==> src/pei_pkg.sv <==
// Constants and types for the pin event interrupt unit
package pei_pkg;

   // Register offsets on the plain register port
   localparam logic [7:0] PEI_OFS_MASK_LO = 8'h12;
   localparam logic [7:0] PEI_OFS_MASK_HI = 8'h20;
   localparam logic [7:0] PEI_OFS_SENSE = 8'h35;
   localparam logic [7:0] PEI_OFS_FLAGS = 8'h3A;
   localparam logic [7:0] PEI_OFS_ENABLE = 8'h3B;

   // Bit positions in the enable and flag registers
   localparam int PEI_BIT_DED = 6;
   localparam int PEI_BIT_HI = 5;
   localparam int PEI_BIT_LO = 4;

   // Implemented bits per register
   localparam logic [7:0] PEI_MASK_HI_BITS = 8'h0F;
   localparam logic [7:0] PEI_GRP_BITS = 8'h70;
   localparam logic [7:0] PEI_SENSE_BITS = 8'h03;

   // Reset values
   localparam logic [7:0] PEI_RST_BYTE = 8'h00;
   localparam logic [1:0] PEI_RST_SENSE = 2'h0;

   // Pin counts per group
   localparam int PEI_LO_PINS = 8;
   localparam int PEI_HI_PINS = 4;

   // Sense control encodings
   typedef enum logic [1:0]
   {
      PEI_SENSE_LOW = 2'h0,
      PEI_SENSE_ANY = 2'h1,
      PEI_SENSE_FALL = 2'h2,
      PEI_SENSE_RISE = 2'h3
   } pei_sense_t;

   // Register port request bundle
   typedef struct packed
   {
      logic [7:0] addr;
      logic [7:0] wdata;
      logic wr;
      logic rd;
   } pei_bus_req_t;

   // Per-source vector signals: dedicated, high group, low group
   typedef struct packed
   {
      logic ded;
      logic hi;
      logic lo;
   } pei_src_t;

endpackage : pei_pkg

==> src/pei_top.sv <==
// Pin event interrupt unit: dedicated pin and two pin-change groups
//
// The address-and-strobe port is this design's own decision.
`timescale 1ns/1ns
module pei_top
   import pei_pkg::*;
#(
   parameter int LO_PINS = PEI_LO_PINS,
   parameter int HI_PINS = PEI_HI_PINS
)
(
   // Clock and reset
   input wire logic ref_clk_i,
   input wire logic rst_n_i,
   // Register port
   input wire pei_bus_req_t bus_req_i,
   output logic [7:0] bus_rdata_o,
   // Core side
   input wire logic global_irq_en_i,
   input wire pei_src_t vector_ack_i,
   output pei_src_t vector_req_o,
   output logic irq_o,
   // Pins, sampled whatever their direction
   input wire logic dedicated_pin_i,
   input wire logic [LO_PINS-1:0] change_pins_lo_i,
   input wire logic [HI_PINS-1:0] change_pins_hi_i
);

   // Elaboration check on group widths
   if (LO_PINS != PEI_LO_PINS || HI_PINS != PEI_HI_PINS)
   begin : g_bad_width
      $error("pei_top: group widths must match the register layout");
   end

   // Elaboration check: flag and enable bits must sit inside one byte
   if (PEI_BIT_DED > 7 || PEI_BIT_HI > 7 || PEI_BIT_LO > 7)
   begin : g_bad_bit
      $error("pei_top: flag and enable bit positions exceed the register width");
   end

   // Elaboration check: implemented group bits agree with bit positions
   if (PEI_GRP_BITS != ((8'h01 << PEI_BIT_DED) | (8'h01 << PEI_BIT_HI)
      | (8'h01 << PEI_BIT_LO)))
   begin : g_bad_grp
      $error("pei_top: group bit mask disagrees with the bit positions");
   end

   // Elaboration check: high mask bits agree with the high pin count
   if (PEI_MASK_HI_BITS != 8'((1 << HI_PINS) - 1))
   begin : g_bad_hi_mask
      $error("pei_top: high mask bits disagree with the high pin count");
   end

   // Elaboration check: flags, enable and sense offsets differ, as do the two mask offsets
   if (PEI_OFS_FLAGS == PEI_OFS_ENABLE || PEI_OFS_SENSE == PEI_OFS_FLAGS
      || PEI_OFS_SENSE == PEI_OFS_ENABLE || PEI_OFS_MASK_LO == PEI_OFS_MASK_HI)
   begin : g_bad_ofs
      $error("pei_top: two registers share one offset");
   end

   localparam int NPIN = 1 + LO_PINS + HI_PINS;

   // Registers
   logic [7:0] pin_change_mask_low_q;
   logic [HI_PINS-1:0] pin_change_mask_high_q;
   logic [1:0] sense_control_reg_q;
   logic dedicated_irq_pin_enable_q;
   logic change_group_hi_enable_q;
   logic change_group_lo_enable_q;
   logic dedicated_irq_flag_q;
   logic change_group_hi_flag_q;
   logic change_group_lo_flag_q;
   logic [7:0] bus_rdata_q;
   pei_src_t vector_req_q;
   logic irq_q;

   // Synchroniser and history
   logic [NPIN-1:0] pins_raw;
   logic [NPIN-1:0] sync1_q;
   logic [NPIN-1:0] sync2_q;
   logic [NPIN-1:0] last_q;

   // Detection terms
   logic ded_now;
   logic ded_was;
   logic ded_event;
   logic level_mode;
   logic level_req;
   logic [LO_PINS-1:0] lo_changed;
   logic [HI_PINS-1:0] hi_changed;
   logic lo_event;
   logic hi_event;
   pei_sense_t sense;

   // Write decode
   logic wr_flags;
   logic wr_enable;
   logic wr_sense;
   logic wr_mask_lo;
   logic wr_mask_hi;
   logic clr_ded;
   logic clr_hi;
   logic clr_lo;
   pei_src_t req_d;
   logic [7:0] rdata_d;

   // Read-back words
   logic [7:0] mask_hi_word;
   logic [7:0] sense_word;
   logic [7:0] enable_word;
   logic [7:0] flags_word;

   // Pin levels gathered: bit 0 dedicated, then low group, then high group
   assign pins_raw = {change_pins_hi_i, change_pins_lo_i, dedicated_pin_i};

   // Two-stage synchroniser; first stage feeds only the second
   always_ff @(posedge ref_clk_i)
   begin
      if (!rst_n_i)
      begin
         sync1_q <= '0;
         sync2_q <= '0;
      end
      else
      begin
         sync1_q <= pins_raw;
         sync2_q <= sync1_q;
      end
   end

   // Previous synchronised level for edge and change detection
   always_ff @(posedge ref_clk_i)
   begin
      if (!rst_n_i)
      begin
         last_q <= '0;
      end
      else
      begin
         last_q <= sync2_q;
      end
   end

   // Dedicated pin sense selection
   assign sense = pei_sense_t'(sense_control_reg_q);
   assign ded_now = sync2_q[0];
   assign ded_was = last_q[0];
   assign level_mode = (sense == PEI_SENSE_LOW);

   always_comb
   begin
      unique case (sense)
         PEI_SENSE_LOW: ded_event = 1'b0;
         PEI_SENSE_ANY: ded_event = ded_now ^ ded_was;
         PEI_SENSE_FALL: ded_event = ded_was & ~ded_now;
         PEI_SENSE_RISE: ded_event = ~ded_was & ded_now;
      endcase
   end

   // Low level request is a live level, no flag involved
   assign level_req = level_mode & ~ded_now;

   // Masked change detection per group
   assign lo_changed = (sync2_q[LO_PINS:1] ^ last_q[LO_PINS:1])
      & pin_change_mask_low_q[LO_PINS-1:0];
   assign hi_changed = (sync2_q[NPIN-1:LO_PINS+1] ^ last_q[NPIN-1:LO_PINS+1])
      & pin_change_mask_high_q;
   assign lo_event = |lo_changed;
   assign hi_event = |hi_changed;

   // Register write decode
   assign wr_flags = bus_req_i.wr && (bus_req_i.addr == PEI_OFS_FLAGS);
   assign wr_enable = bus_req_i.wr && (bus_req_i.addr == PEI_OFS_ENABLE);
   assign wr_sense = bus_req_i.wr && (bus_req_i.addr == PEI_OFS_SENSE);
   assign wr_mask_lo = bus_req_i.wr && (bus_req_i.addr == PEI_OFS_MASK_LO);
   assign wr_mask_hi = bus_req_i.wr && (bus_req_i.addr == PEI_OFS_MASK_HI);

   // Flag clears: write one or service entry
   assign clr_ded = (wr_flags && bus_req_i.wdata[PEI_BIT_DED]) || vector_ack_i.ded;
   assign clr_hi = (wr_flags && bus_req_i.wdata[PEI_BIT_HI]) || vector_ack_i.hi;
   assign clr_lo = (wr_flags && bus_req_i.wdata[PEI_BIT_LO]) || vector_ack_i.lo;

   // Pin change mask register, low group
   always_ff @(posedge ref_clk_i)
   begin
      if (!rst_n_i)
      begin
         pin_change_mask_low_q <= PEI_RST_BYTE;
      end
      else if (wr_mask_lo)
      begin
         pin_change_mask_low_q <= bus_req_i.wdata;
      end
   end

   // Pin change mask register, high group; upper bits are not stored
   always_ff @(posedge ref_clk_i)
   begin
      if (!rst_n_i)
      begin
         pin_change_mask_high_q <= '0;
      end
      else if (wr_mask_hi)
      begin
         pin_change_mask_high_q <= bus_req_i.wdata[HI_PINS-1:0];
      end
   end

   // Sense control register
   always_ff @(posedge ref_clk_i)
   begin
      if (!rst_n_i)
      begin
         sense_control_reg_q <= PEI_RST_SENSE;
      end
      else if (wr_sense)
      begin
         sense_control_reg_q <= bus_req_i.wdata[1:0];
      end
   end

   // Group enable register
   always_ff @(posedge ref_clk_i)
   begin
      if (!rst_n_i)
      begin
         dedicated_irq_pin_enable_q <= 1'b0;
         change_group_hi_enable_q <= 1'b0;
         change_group_lo_enable_q <= 1'b0;
      end
      else if (wr_enable)
      begin
         dedicated_irq_pin_enable_q <= bus_req_i.wdata[PEI_BIT_DED];
         change_group_hi_enable_q <= bus_req_i.wdata[PEI_BIT_HI];
         change_group_lo_enable_q <= bus_req_i.wdata[PEI_BIT_LO];
      end
   end

   // Dedicated flag: set wins over clear, held low in level mode
   always_ff @(posedge ref_clk_i)
   begin
      if (!rst_n_i)
      begin
         dedicated_irq_flag_q <= 1'b0;
      end
      else if (level_mode)
      begin
         dedicated_irq_flag_q <= 1'b0;
      end
      else if (ded_event)
      begin
         dedicated_irq_flag_q <= 1'b1;
      end
      else if (clr_ded)
      begin
         dedicated_irq_flag_q <= 1'b0;
      end
   end

   // High group flag: set wins over a clear in the same cycle
   always_ff @(posedge ref_clk_i)
   begin
      if (!rst_n_i)
      begin
         change_group_hi_flag_q <= 1'b0;
      end
      else if (hi_event)
      begin
         change_group_hi_flag_q <= 1'b1;
      end
      else if (clr_hi)
      begin
         change_group_hi_flag_q <= 1'b0;
      end
   end

   // Low group flag: set wins over a clear in the same cycle
   always_ff @(posedge ref_clk_i)
   begin
      if (!rst_n_i)
      begin
         change_group_lo_flag_q <= 1'b0;
      end
      else if (lo_event)
      begin
         change_group_lo_flag_q <= 1'b1;
      end
      else if (clr_lo)
      begin
         change_group_lo_flag_q <= 1'b0;
      end
   end

   // Vector requests: flag or live level, enable and global bit
   always_comb
   begin
      req_d.ded = (dedicated_irq_flag_q | level_req)
         & dedicated_irq_pin_enable_q & global_irq_en_i;
      req_d.hi = change_group_hi_flag_q & change_group_hi_enable_q
         & global_irq_en_i;
      req_d.lo = change_group_lo_flag_q & change_group_lo_enable_q
         & global_irq_en_i;
   end

   // Registered vector requests
   always_ff @(posedge ref_clk_i)
   begin
      if (!rst_n_i)
      begin
         vector_req_q <= '0;
      end
      else
      begin
         vector_req_q <= req_d;
      end
   end

   // Combined interrupt line, in step with the vector requests
   always_ff @(posedge ref_clk_i)
   begin
      if (!rst_n_i)
      begin
         irq_q <= 1'b0;
      end
      else
      begin
         irq_q <= |req_d;
      end
   end

   // Read-back words with reserved bits forced to zero
   assign mask_hi_word = {4'h0, pin_change_mask_high_q} & PEI_MASK_HI_BITS;
   assign sense_word = {6'h00, sense_control_reg_q} & PEI_SENSE_BITS;
   assign enable_word = {1'b0, dedicated_irq_pin_enable_q, change_group_hi_enable_q,
      change_group_lo_enable_q, 4'h0} & PEI_GRP_BITS;
   assign flags_word = {1'b0, dedicated_irq_flag_q, change_group_hi_flag_q,
      change_group_lo_flag_q, 4'h0} & PEI_GRP_BITS;

   // Read data multiplexer, reserved bits read zero
   always_comb
   begin
      rdata_d = PEI_RST_BYTE;
      if (bus_req_i.rd)
      begin
         unique case (bus_req_i.addr)
            PEI_OFS_MASK_LO: rdata_d = pin_change_mask_low_q;
            PEI_OFS_MASK_HI: rdata_d = mask_hi_word;
            PEI_OFS_SENSE: rdata_d = sense_word;
            PEI_OFS_ENABLE: rdata_d = enable_word;
            PEI_OFS_FLAGS: rdata_d = flags_word;
            default: rdata_d = PEI_RST_BYTE;
         endcase
      end
   end

   // Read data stands one cycle after the strobe
   always_ff @(posedge ref_clk_i)
   begin
      if (!rst_n_i)
      begin
         bus_rdata_q <= PEI_RST_BYTE;
      end
      else
      begin
         bus_rdata_q <= rdata_d;
      end
   end

   // Outputs straight from flip-flops
   assign bus_rdata_o = bus_rdata_q;
   assign vector_req_o = vector_req_q;
   assign irq_o = irq_q;

endmodule : pei_top

==> config.mk <==
export PLATFORM = sky130hd
export DESIGN_NAME = pei_top
export DESIGN_NICKNAME = d
export VERILOG_FILES = /design/src/pei_pkg.sv /design/src/pei_top.sv
export SDC_FILE = /design/constraint.sdc
export NUM_CORES = 1
export LEC_CHECK = 0
export ABC_AREA = 1
export BUFFER_PORTS_ARGS = -buffer_cell sky130_fd_sc_hd__buf_2
export CORE_AREA = 2 2 78 155
export DETAILED_ROUTE_END_ITERATION = 10
export DIE_AREA = 0 0 80 157
export MAX_ROUTING_LAYER = met4
export SETUP_SLACK_MARGIN = 0.3
export SYNTH_ARGS = -nofsm -noshare
export SYNTH_HDL_FRONTEND = slang
export SYNTH_SLANG_ARGS = --single-unit
==> constraint.sdc <==
create_clock -name ref_clk_i -period 1.2 [get_ports ref_clk_i]
set_input_delay 0.06 -clock ref_clk_i [delete_from_list [all_inputs] [get_ports ref_clk_i]]
set_output_delay 0.06 -clock ref_clk_i [all_outputs]
set_load 0.01 [all_outputs]
Word-level counts from Yosys, hierarchy flattened
Cells that the tools add are included.
{ "totals": {"regBits": 71, "input_bits": 37, "out_inout_bits": 12, "elab_cells": 71} }
{ "classes": {"n_eq_ne": 8, "mux": 8, "n_bitwise": 18, "n_reduce_logical": 20} }
{ "ops": {"columns": ["op", "count"], "rows": [
  ["one-hot mux 8 bit (5 select lines)", 1],
  ["== test 8 x 6 -> 1 bit (second input constant)", 4],
  ["bitwise AND 1 bit", 9],
  ["bitwise AND 8 bit", 1],
  ["== test 8 x 5 -> 1 bit (second input constant)", 1],
  ["logical AND 1 bit", 8],
  ["OR reduction 8 bit", 1],
  ["XOR 8 bit", 1],
  ["2-to-1 mux 1 bit", 6],
  ["nonzero test 2 bit", 3],
  ["bitwise AND 4 bit", 1],
  ["== test 2 bit (second input constant)", 2],
  ["one-hot mux 1 bit (4 select lines)", 1],
  ["OR reduction 4 bit", 1],
  ["XOR 4 bit", 1],
  ["logical OR 1 bit", 3],
  ["NOT 1 bit", 3],
  ["OR reduction 3 bit", 1],
  ["== test 2 x 1 -> 1 bit (second input constant)", 1],
  ["logical NOT 2 bit", 1],
  ["AND reduction 2 bit", 1],
  ["OR reduction 2 bit", 1],
  ["OR 1 bit", 1],
  ["XOR 1 bit", 1]
]} }

Longest topological paths before layout
Gate-level depths: netlist of run 1.
{ "logic_depth": {"ltp_word": 6, "ltp_mapped": 10} }

Worst setup path before layout of run 1
Ideal clock, no wire load.
{ "synth_timing": {"kind": "flip-flop to flip-flop", "from": "reg sync2_q[0]", "to": "reg dedicated_irq_flag_q", "setup_time_ns": 0.070, "t_arrival_ns": 0.971, "required_ns": 1.130, "slack_ns": 0.159, "path_stages_with_launch": 6, "path_buffers": 0, "synth_period_minus_slack_ns": 1.041, "cell_sequence": "dfxtp_1 > inv_1 > ha_1 > o21ai_0 > nand2_1 > a21oi_1"} }
{ "synth_via": {"elab_chain_cells": 4} }
{ "synth_lines": {"columns": ["item", "line_no", "text"], "rows": [
  ["start, declared", "pei_top.sv:80", "logic [NPIN-1:0] sync2_q;"],
  ["start signal, assigned", "pei_top.sv:127", "sync2_q <= sync1_q;"],
  ["NOT 1 bit", "pei_top.sv:155", "PEI_SENSE_FALL: ded_event = ded_was & ~ded_now;"],
  ["bitwise AND 1 bit", "pei_top.sv:155", null],
  ["one-hot mux 1 bit (4 select lines) (*)", "pei_top.sv:152", "unique case (sense)"],
  ["2-to-1 mux 1 bit / nonzero test 2 bit (equally long branches)", null, null],
  ["end signal, assigned", "pei_top.sv:248", "dedicated_irq_flag_q <= 1'b0;"],
  ["end signal, assigned", "pei_top.sv:252", "dedicated_irq_flag_q <= 1'b1;"],
  ["end signal, assigned", "pei_top.sv:256", "dedicated_irq_flag_q <= 1'b0;"],
  ["end, declared", "pei_top.sv:70", "logic dedicated_irq_flag_q;"]
]} }
Every way passes the cells marked *; elsewhere a longest branch is shown, timed or not.
A chain may end at the register's enable or synchronous reset.

Worst setup path in the final report of run 1
{ "layout_timing": {"from": "reg sync2_q[0]", "to": "reg irq_q (netlist: irq_o)"} }
{ "layout_via": {"elab_chain_cells": 6} }
{ "layout_lines": {"columns": ["item", "line_no", "text"], "rows": [
  ["NOT 1 bit", "pei_top.sv:161", "assign level_req = level_mode & ~ded_now;"],
  ["bitwise AND 1 bit", "pei_top.sv:161", null],
  ["OR 1 bit", "pei_top.sv:297", "req_d.ded = (dedicated_irq_flag_q | level_req)"],
  ["bitwise AND 1 bit (2 in a row)", "pei_top.sv:298", "& dedicated_irq_pin_enable_q & global_irq_en_i;"],
  ["OR reduction 3 bit", "pei_top.sv:327", "irq_q <= |req_d;"],
  ["end signal, assigned", "pei_top.sv:327", null],
  ["end, declared", "pei_top.sv:75", "logic irq_q;"]
]} }
Every way passes these cells.

==> flow_metrics.tcl, run 1 <==
set metrics [dict create \
    crit_chain "buf_12, o21ai_2, buf_4, nand3_2, a31oi_1" \
    most-common-layout-cells "nand2_1 (105), inv_1 (68), dfxtp_1 (59)" \
    r2r_end "irq_o$_SDFF_PN0_" \
    start_util 0.247 \
    grt_pass1_vias 2371 \
    diodes 0 \
    wire_per_inst_um 10.7 \
    reg2reg_depth 5 \
    top_level_ports 49 \
    p_per_area_nw_per_um2 1410 \
    post-route-period-util 0.867 \
    clockRootBuffer "clkbuf_16" \
    p_leak_nw 1.91 \
    cts_buffers 9 \
    yosysSeqAreaShare 0.510 \
    min_period_ns 1.04 \
    grt-ovfl-total 0 \
    drt_iter0_drc 150 \
    syn-num-nets 425 \
    power_mw 5.41 \
    vias 2472 \
    run_status "complete, no violations" \
    setup_tns_ns 0 \
    grt_util_all_layers 0.116 \
    dieArea_um2 12600 \
    tightest_slew_ns 0.413 \
    ff2ff_setup_slack_ns 0.16 \
    cp-start-kind "register" \
    syn_inst 386 \
    critPathMaxStageDelay_ns 0.36 \
    grt_max_degree 31 \
    critPathArrivalTime_ns 1.29 \
    gp_congestion 0.890 \
    grt_setup_unrepaired "yes" \
    end_kind "register" \
    startpoint "sync2_q[0]$_SDFF_PN0_" \
    vdd_drop_max_v 0.000654 \
    fillers 1212 \
    core_um2 11300 \
    clk_latency_ns 0.33 \
    antenna_found_initial 0 \
    portBuffers 48 \
    area_growth_pct 37.8 \
    setup_viol 0 \
    hp-start "bus_req_i[5]" \
    slowest_stage "dfxtp_4" \
    layout-drive-gt1-share 0.264 \
    ys_ff_latch 71 \
    synthDistinctLibCells 23 \
    drv_slew 0 \
    final_util 0.340 \
    cts_tree "done" \
    die_h_um 157 \
    hold_class "in2reg" \
    path_max_fanout 3 \
    rows 55 \
    drc 0 \
    final_nets 504 \
    clock_skew_ns 0.00379 \
    critical_path_class "reg2reg" \
    detailed_place_hpwl_um 5070 \
    cap_viol_max_count 0 \
    path_clk_slew_ns 0.06 \
    drt-pass1-iter-count 4 \
    fp.dieW_um 80 \
    h-tree-depth 3 \
    netlist_area_um2 2790 \
    r2r_start "sync2_q[0]$_SDFF_PN0_" \
    viasPerCell 4.04 \
    clock_sinks 71 \
    avgSynthCellArea_um2 7.22 \
    hold_viol 0 \
    synth_warnings 0 \
    fmax_ghz 0.961 \
    endpoint "irq_o$_SDFF_PN0_" \
    max_slew_margin 0.724 \
    required_ns 1.45 \
    mostFrequentLayoutCell "nand2_1" \
    wirelength_um 6550 \
    clk_path_buf_depth 2 \
    detail-route-antenna-nets 0 \
    grt_pass1_wl_um 10700 \
]
-- flip-flops by register name, indices dropped and copies added, names as in the netlist --
signal and cells:
bus_rdata_o 8, change_group_hi_enable_q 1, change_group_hi_flag_q 1, change_group_lo_enable_q 1, change_group_lo_flag_q 1, dedicated_irq_flag_q 1, dedicated_irq_pin_enable_q 1, irq_o 1
last_q 13, pin_change_mask_high_q 4, pin_change_mask_low_q 8, sense 2, sync1_q 13, sync2_q 13, vector_req_o 3
-- kinds of logic (layout without fill, tap and decap cells) --
family          after synthesis  count (layout)  synth area share
fa+ha+maj                     2               2           0.00898
flops                        71              71             0.510
compound gates               36              36            0.0669
buf+inv                      83             167             0.116
simple gates                194             194             0.298
-- Yosys cell counts (all sizes together) --
library cell  number  area [um^2]
buf                4         26.3
ha                 2         25.0
clkbuf             5         18.8
nand4              1         6.26
nor2              47          210
inv               74          278
o21ai             16         80.1
nand3             28          145
a21oi             17         85.1
o211ai             2         15.0
a31oi              1         6.26
nand2            116          455
dfxtp             71         1420
or2                2         12.5
-- where the power goes --
group	total [mW]	switching [mW]	internal (mW)
clock network	2.66	0.993	1.67
logic	0.305	0.165	0.139
registers	2.44	0.0251	2.41
-- routing by layer --
metal  wire length, um  vias to the layer above  GRT usage  part of all wire
met3               255                       19     0.0315             0.039
met4               352                        0     0.0751             0.054
met5                 0                        -          -                 0
met1              2500                     1080      0.110              0.38
li1                  -                     1317          -                 -
met2              3440                       56      0.199              0.53
-- cell type report --
class,count,area [um^2],area share
clock buffers,10,239,0.0623
clock inverters,6,70.1,0.0183
inverters,74,280,0.0730
multi-input cells,232,1120,0.292
flip-flops and latches,71,1440,0.375
well taps,142,178,0.0463
repair buffers,77,510,0.133
-- worst max-delay path, delay by kind of cell (launching register included) --
kind            cells  cell delay (ns)
flops               1             0.36
compound gates      2             0.26
simple gates        1             0.06
buf+inv             2             0.27
-- through the flow --
step / setup WS (ns) / area, um^2 / hold WS [ns] / instances
2_1_floorplan: 0.265 / 2800 / 0.158 / 386
4_1_cts: 0.137 / 3800 / 0.00264 / 612
5_1_grt: 0.122 / 3840 / 0.0260 / 612
3_5_place_dp: 0.0738 / 3260 / 0.247 / 579
6_report: 0.159 / 3840 / 0.0127 / 612
3_3_place_gp: 0.0882 / 3260 / 0.249 / 579
-- how the worst min path moves through the flow --
| stage | endpoint | slack (ns) | cells past startpoint |
|---|---|---|---|
| CTS | pin_change_mask_high_q[3]$_SDFFE_PN0P_ | 0.003 | 3 |
| detailed placement | sync1_q[1]$_SDFF_PN0_ | 0.25 | 3 |
| global route | pin_change_mask_high_q[3]$_SDFFE_PN0P_ | 0.03 | 3 |
| global placement | sync1_q[7]$_SDFF_PN0_ | 0.25 | 3 |
| floorplan | sync1_q[0]$_SDFF_PN0_ | 0.16 | 2 |
| finish | pin_change_mask_high_q[3]$_SDFFE_PN0P_ | 0.01 | 3 |
-- timing repair --
action	CTS	global route
hold buffers	16	0
hold endpoints to repair	16	0
endpoints found under the setup margin	5	6
buffers inserted	1	0
resized for setup	21	12
pin swaps	12	9
(Power assumes the default switching activity.)
==> inputs of run 2 (changes only) <==
- REMOVE_ABC_BUFFERS: default -> 1
==> run 2 against run 1 <==
Compared with the run above:
- critical path depth unchanged
- cell count down 0.65%
- non-clock buffer count fell by 4
- die area did not move
- first-iteration DRC count shrank 17%
- via count grew 0.44%
- cell area decreased by 0.13%
- routed wire length rose by 2.0%
- sequential cell count stayed put
- critical path type unchanged
- largest power group unchanged
==> flow_metrics.tcl, run 2 (same netlist as run 1, synthesis figures left out) <==
set metrics [dict create \
    drt-pass1-iter-count 4 \
    startpoint "sync2_q[0]$_SDFF_PN0_" \
    hold_viol 0 \
    p_per_area_nw_per_um2 1530 \
    grt_util_all_layers 0.119 \
    clk_latency_ns 0.33 \
    dieArea_um2 12600 \
    grt_setup_unrepaired "yes" \
    cap_viol_max_count 0 \
    reg2reg_depth 5 \
    rows 55 \
    r2r_end "dedicated_irq_flag_q$_SDFFE_PP0P_" \
    drt_iter0_drc 124 \
    setup_viol 0 \
    grt_max_degree 43 \
    most-common-layout-cells "nand2_1 (107), inv_1 (67), dfxtp_1 (52)" \
    layout-drive-gt1-share 0.262 \
    area_growth_pct 37.6 \
    end_kind "register" \
    top_usage_layer "met2" \
    fmax_ghz 1.01 \
    hp-start "bus_req_i[0]" \
    reg_top3 "last_q (13), sync1_q (13), sync2_q (13)" \
    cp-start-kind "register" \
    clock_skew_ns 0.00636 \
    drv_slew 0 \
    post-route-period-util 0.828 \
    portBuffers 48 \
    tightest_slew_ns 0.496 \
    core_um2 11300 \
    gp_congestion 0.935 \
    antenna_found_initial 0 \
    start_util 0.247 \
    detail-route-antenna-nets 0 \
    clk_path_buf_depth 2 \
    viasPerCell 4.08 \
    grt-ovfl-total 0 \
    grt_use_met1 0.103 \
    h-tree-depth 3 \
    path_clk_slew_ns 0.06 \
    final_nets 500 \
    mostFrequentLayoutCell "nand2_1" \
    clock_sinks 71 \
    use_met3 0.0264 \
    place_area_um2 3200 \
    setup_tns_ns 0 \
    r2r_start "sync2_q[0]$_SDFF_PN0_" \
    path_max_fanout 2 \
    p_leak_nw 1.91 \
    grt_util_met2 0.218 \
    wire_per_inst_um 11.0 \
    top_level_ports 49 \
    critical_path_class "reg2reg" \
    critPathArrivalTime_ns 1.27 \
    clockRootBuffer "clkbuf_16" \
    grt_pass1_vias 2432 \
    ff2ff_setup_slack_ns 0.21 \
    run_status "complete, no violations" \
    vias 2483 \
    fp.dieW_um 80 \
    die_h_um 157 \
    endpoint "dedicated_irq_flag_q$_SDFFE_PP0P_" \
    grt_pass1_wl_um 10900 \
    wirelength_um 6680 \
    min_period_ns 0.994 \
    max_slew_margin 0.669 \
    diodes 0 \
    hold_class "in2reg" \
    drc 0 \
    cts_buffers 9 \
    required_ns 1.47 \
    vdd_drop_max_v 0.000785 \
    finalInstanceArea_um2 3830 \
    detailed_place_hpwl_um 5050 \
    cts_tree "done" \
]
==> run 2: how the worst min path moves through the flow <==
stage	endpoint	cells after the start
after floorplan	sync1_q[0]$_SDFF_PN0_	2
after global placement	sync1_q[1]$_SDFF_PN0_	3
after detailed placement	sync1_q[8]$_SDFF_PN0_	3
after CTS	bus_rdata_o[2]$_SDFF_PN0_	3
after global routing	change_group_lo_flag_q$_SDFFE_PN0P_	4
final	bus_rdata_o[2]$_SDFF_PN0_	3
==> run 2: final cells by class <==
type / instances / area, um^2
inverters: 74 / 278
repair buffers: 73 / 474
multi-input cells: 232 / 1100
fillers: 1227 / 7450
clock buffers: 10 / 239
well taps: 142 / 178
flip-flops and latches: 71 / 1450
clock inverters: 6 / 115
==> run 2: timing repair <==
item	in CTS	in global routing
setup buffers	1	1
gates resized for setup	26	16
hold buffers	17	0
endpoints found under the setup margin	6	6
hold endpoints to repair	17	0
pin swaps	11	9
==> run 2: report_power, final <==
part / switching (mW) / internal, mW / leakage (nW)
Clock: 1.02 / 2.10 / 0.170
Sequential: 0.0242 / 2.42 / 0.587
Combinational: 0.161 / 0.136 / 1.16
==> run 2: worst max-delay path, cell delays in order, from the launching register on <==
cell	delay [ns]
dfxtp_2	0.35
inv_2	0.05
ha_4	0.21
o21ai_2	0.11
nand2_1	0.09
a21oi_1	0.13
==> run 2: through the flow <==
| step | std cells | total power [mW] | hold slack (ns) | setup WS, ns | utilization |
|---|---|---|---|---|---|
| 2_1_floorplan | 377 | 2.59 | 0.153 | 0.159 | - |
| 3_3_place_gp | 573 | 2.72 | 0.243 | 0.0630 | 0.284 |
| 3_5_place_dp | 573 | 2.73 | 0.245 | 0.0519 | 0.284 |
| 4_1_cts | 607 | 5.91 | 0.00104 | 0.223 | 0.335 |
| 5_1_grt | 608 | 6.08 | 0.0251 | 0.157 | 0.340 |
| 6_report | 608 | 5.85 | 0.00223 | 0.206 | 0.340 |
==> run 2: metal layers <==
layer | vias to the layer above | wire (um) | part of all wire
met2 | 64 | 3800 | 0.57
met3 | 25 | 267 | 0.040
met5 | - | 0 | 0
met4 | 0 | 352 | 0.053
met1 | 1088 | 2260 | 0.34
li1 | 1306 | - | -
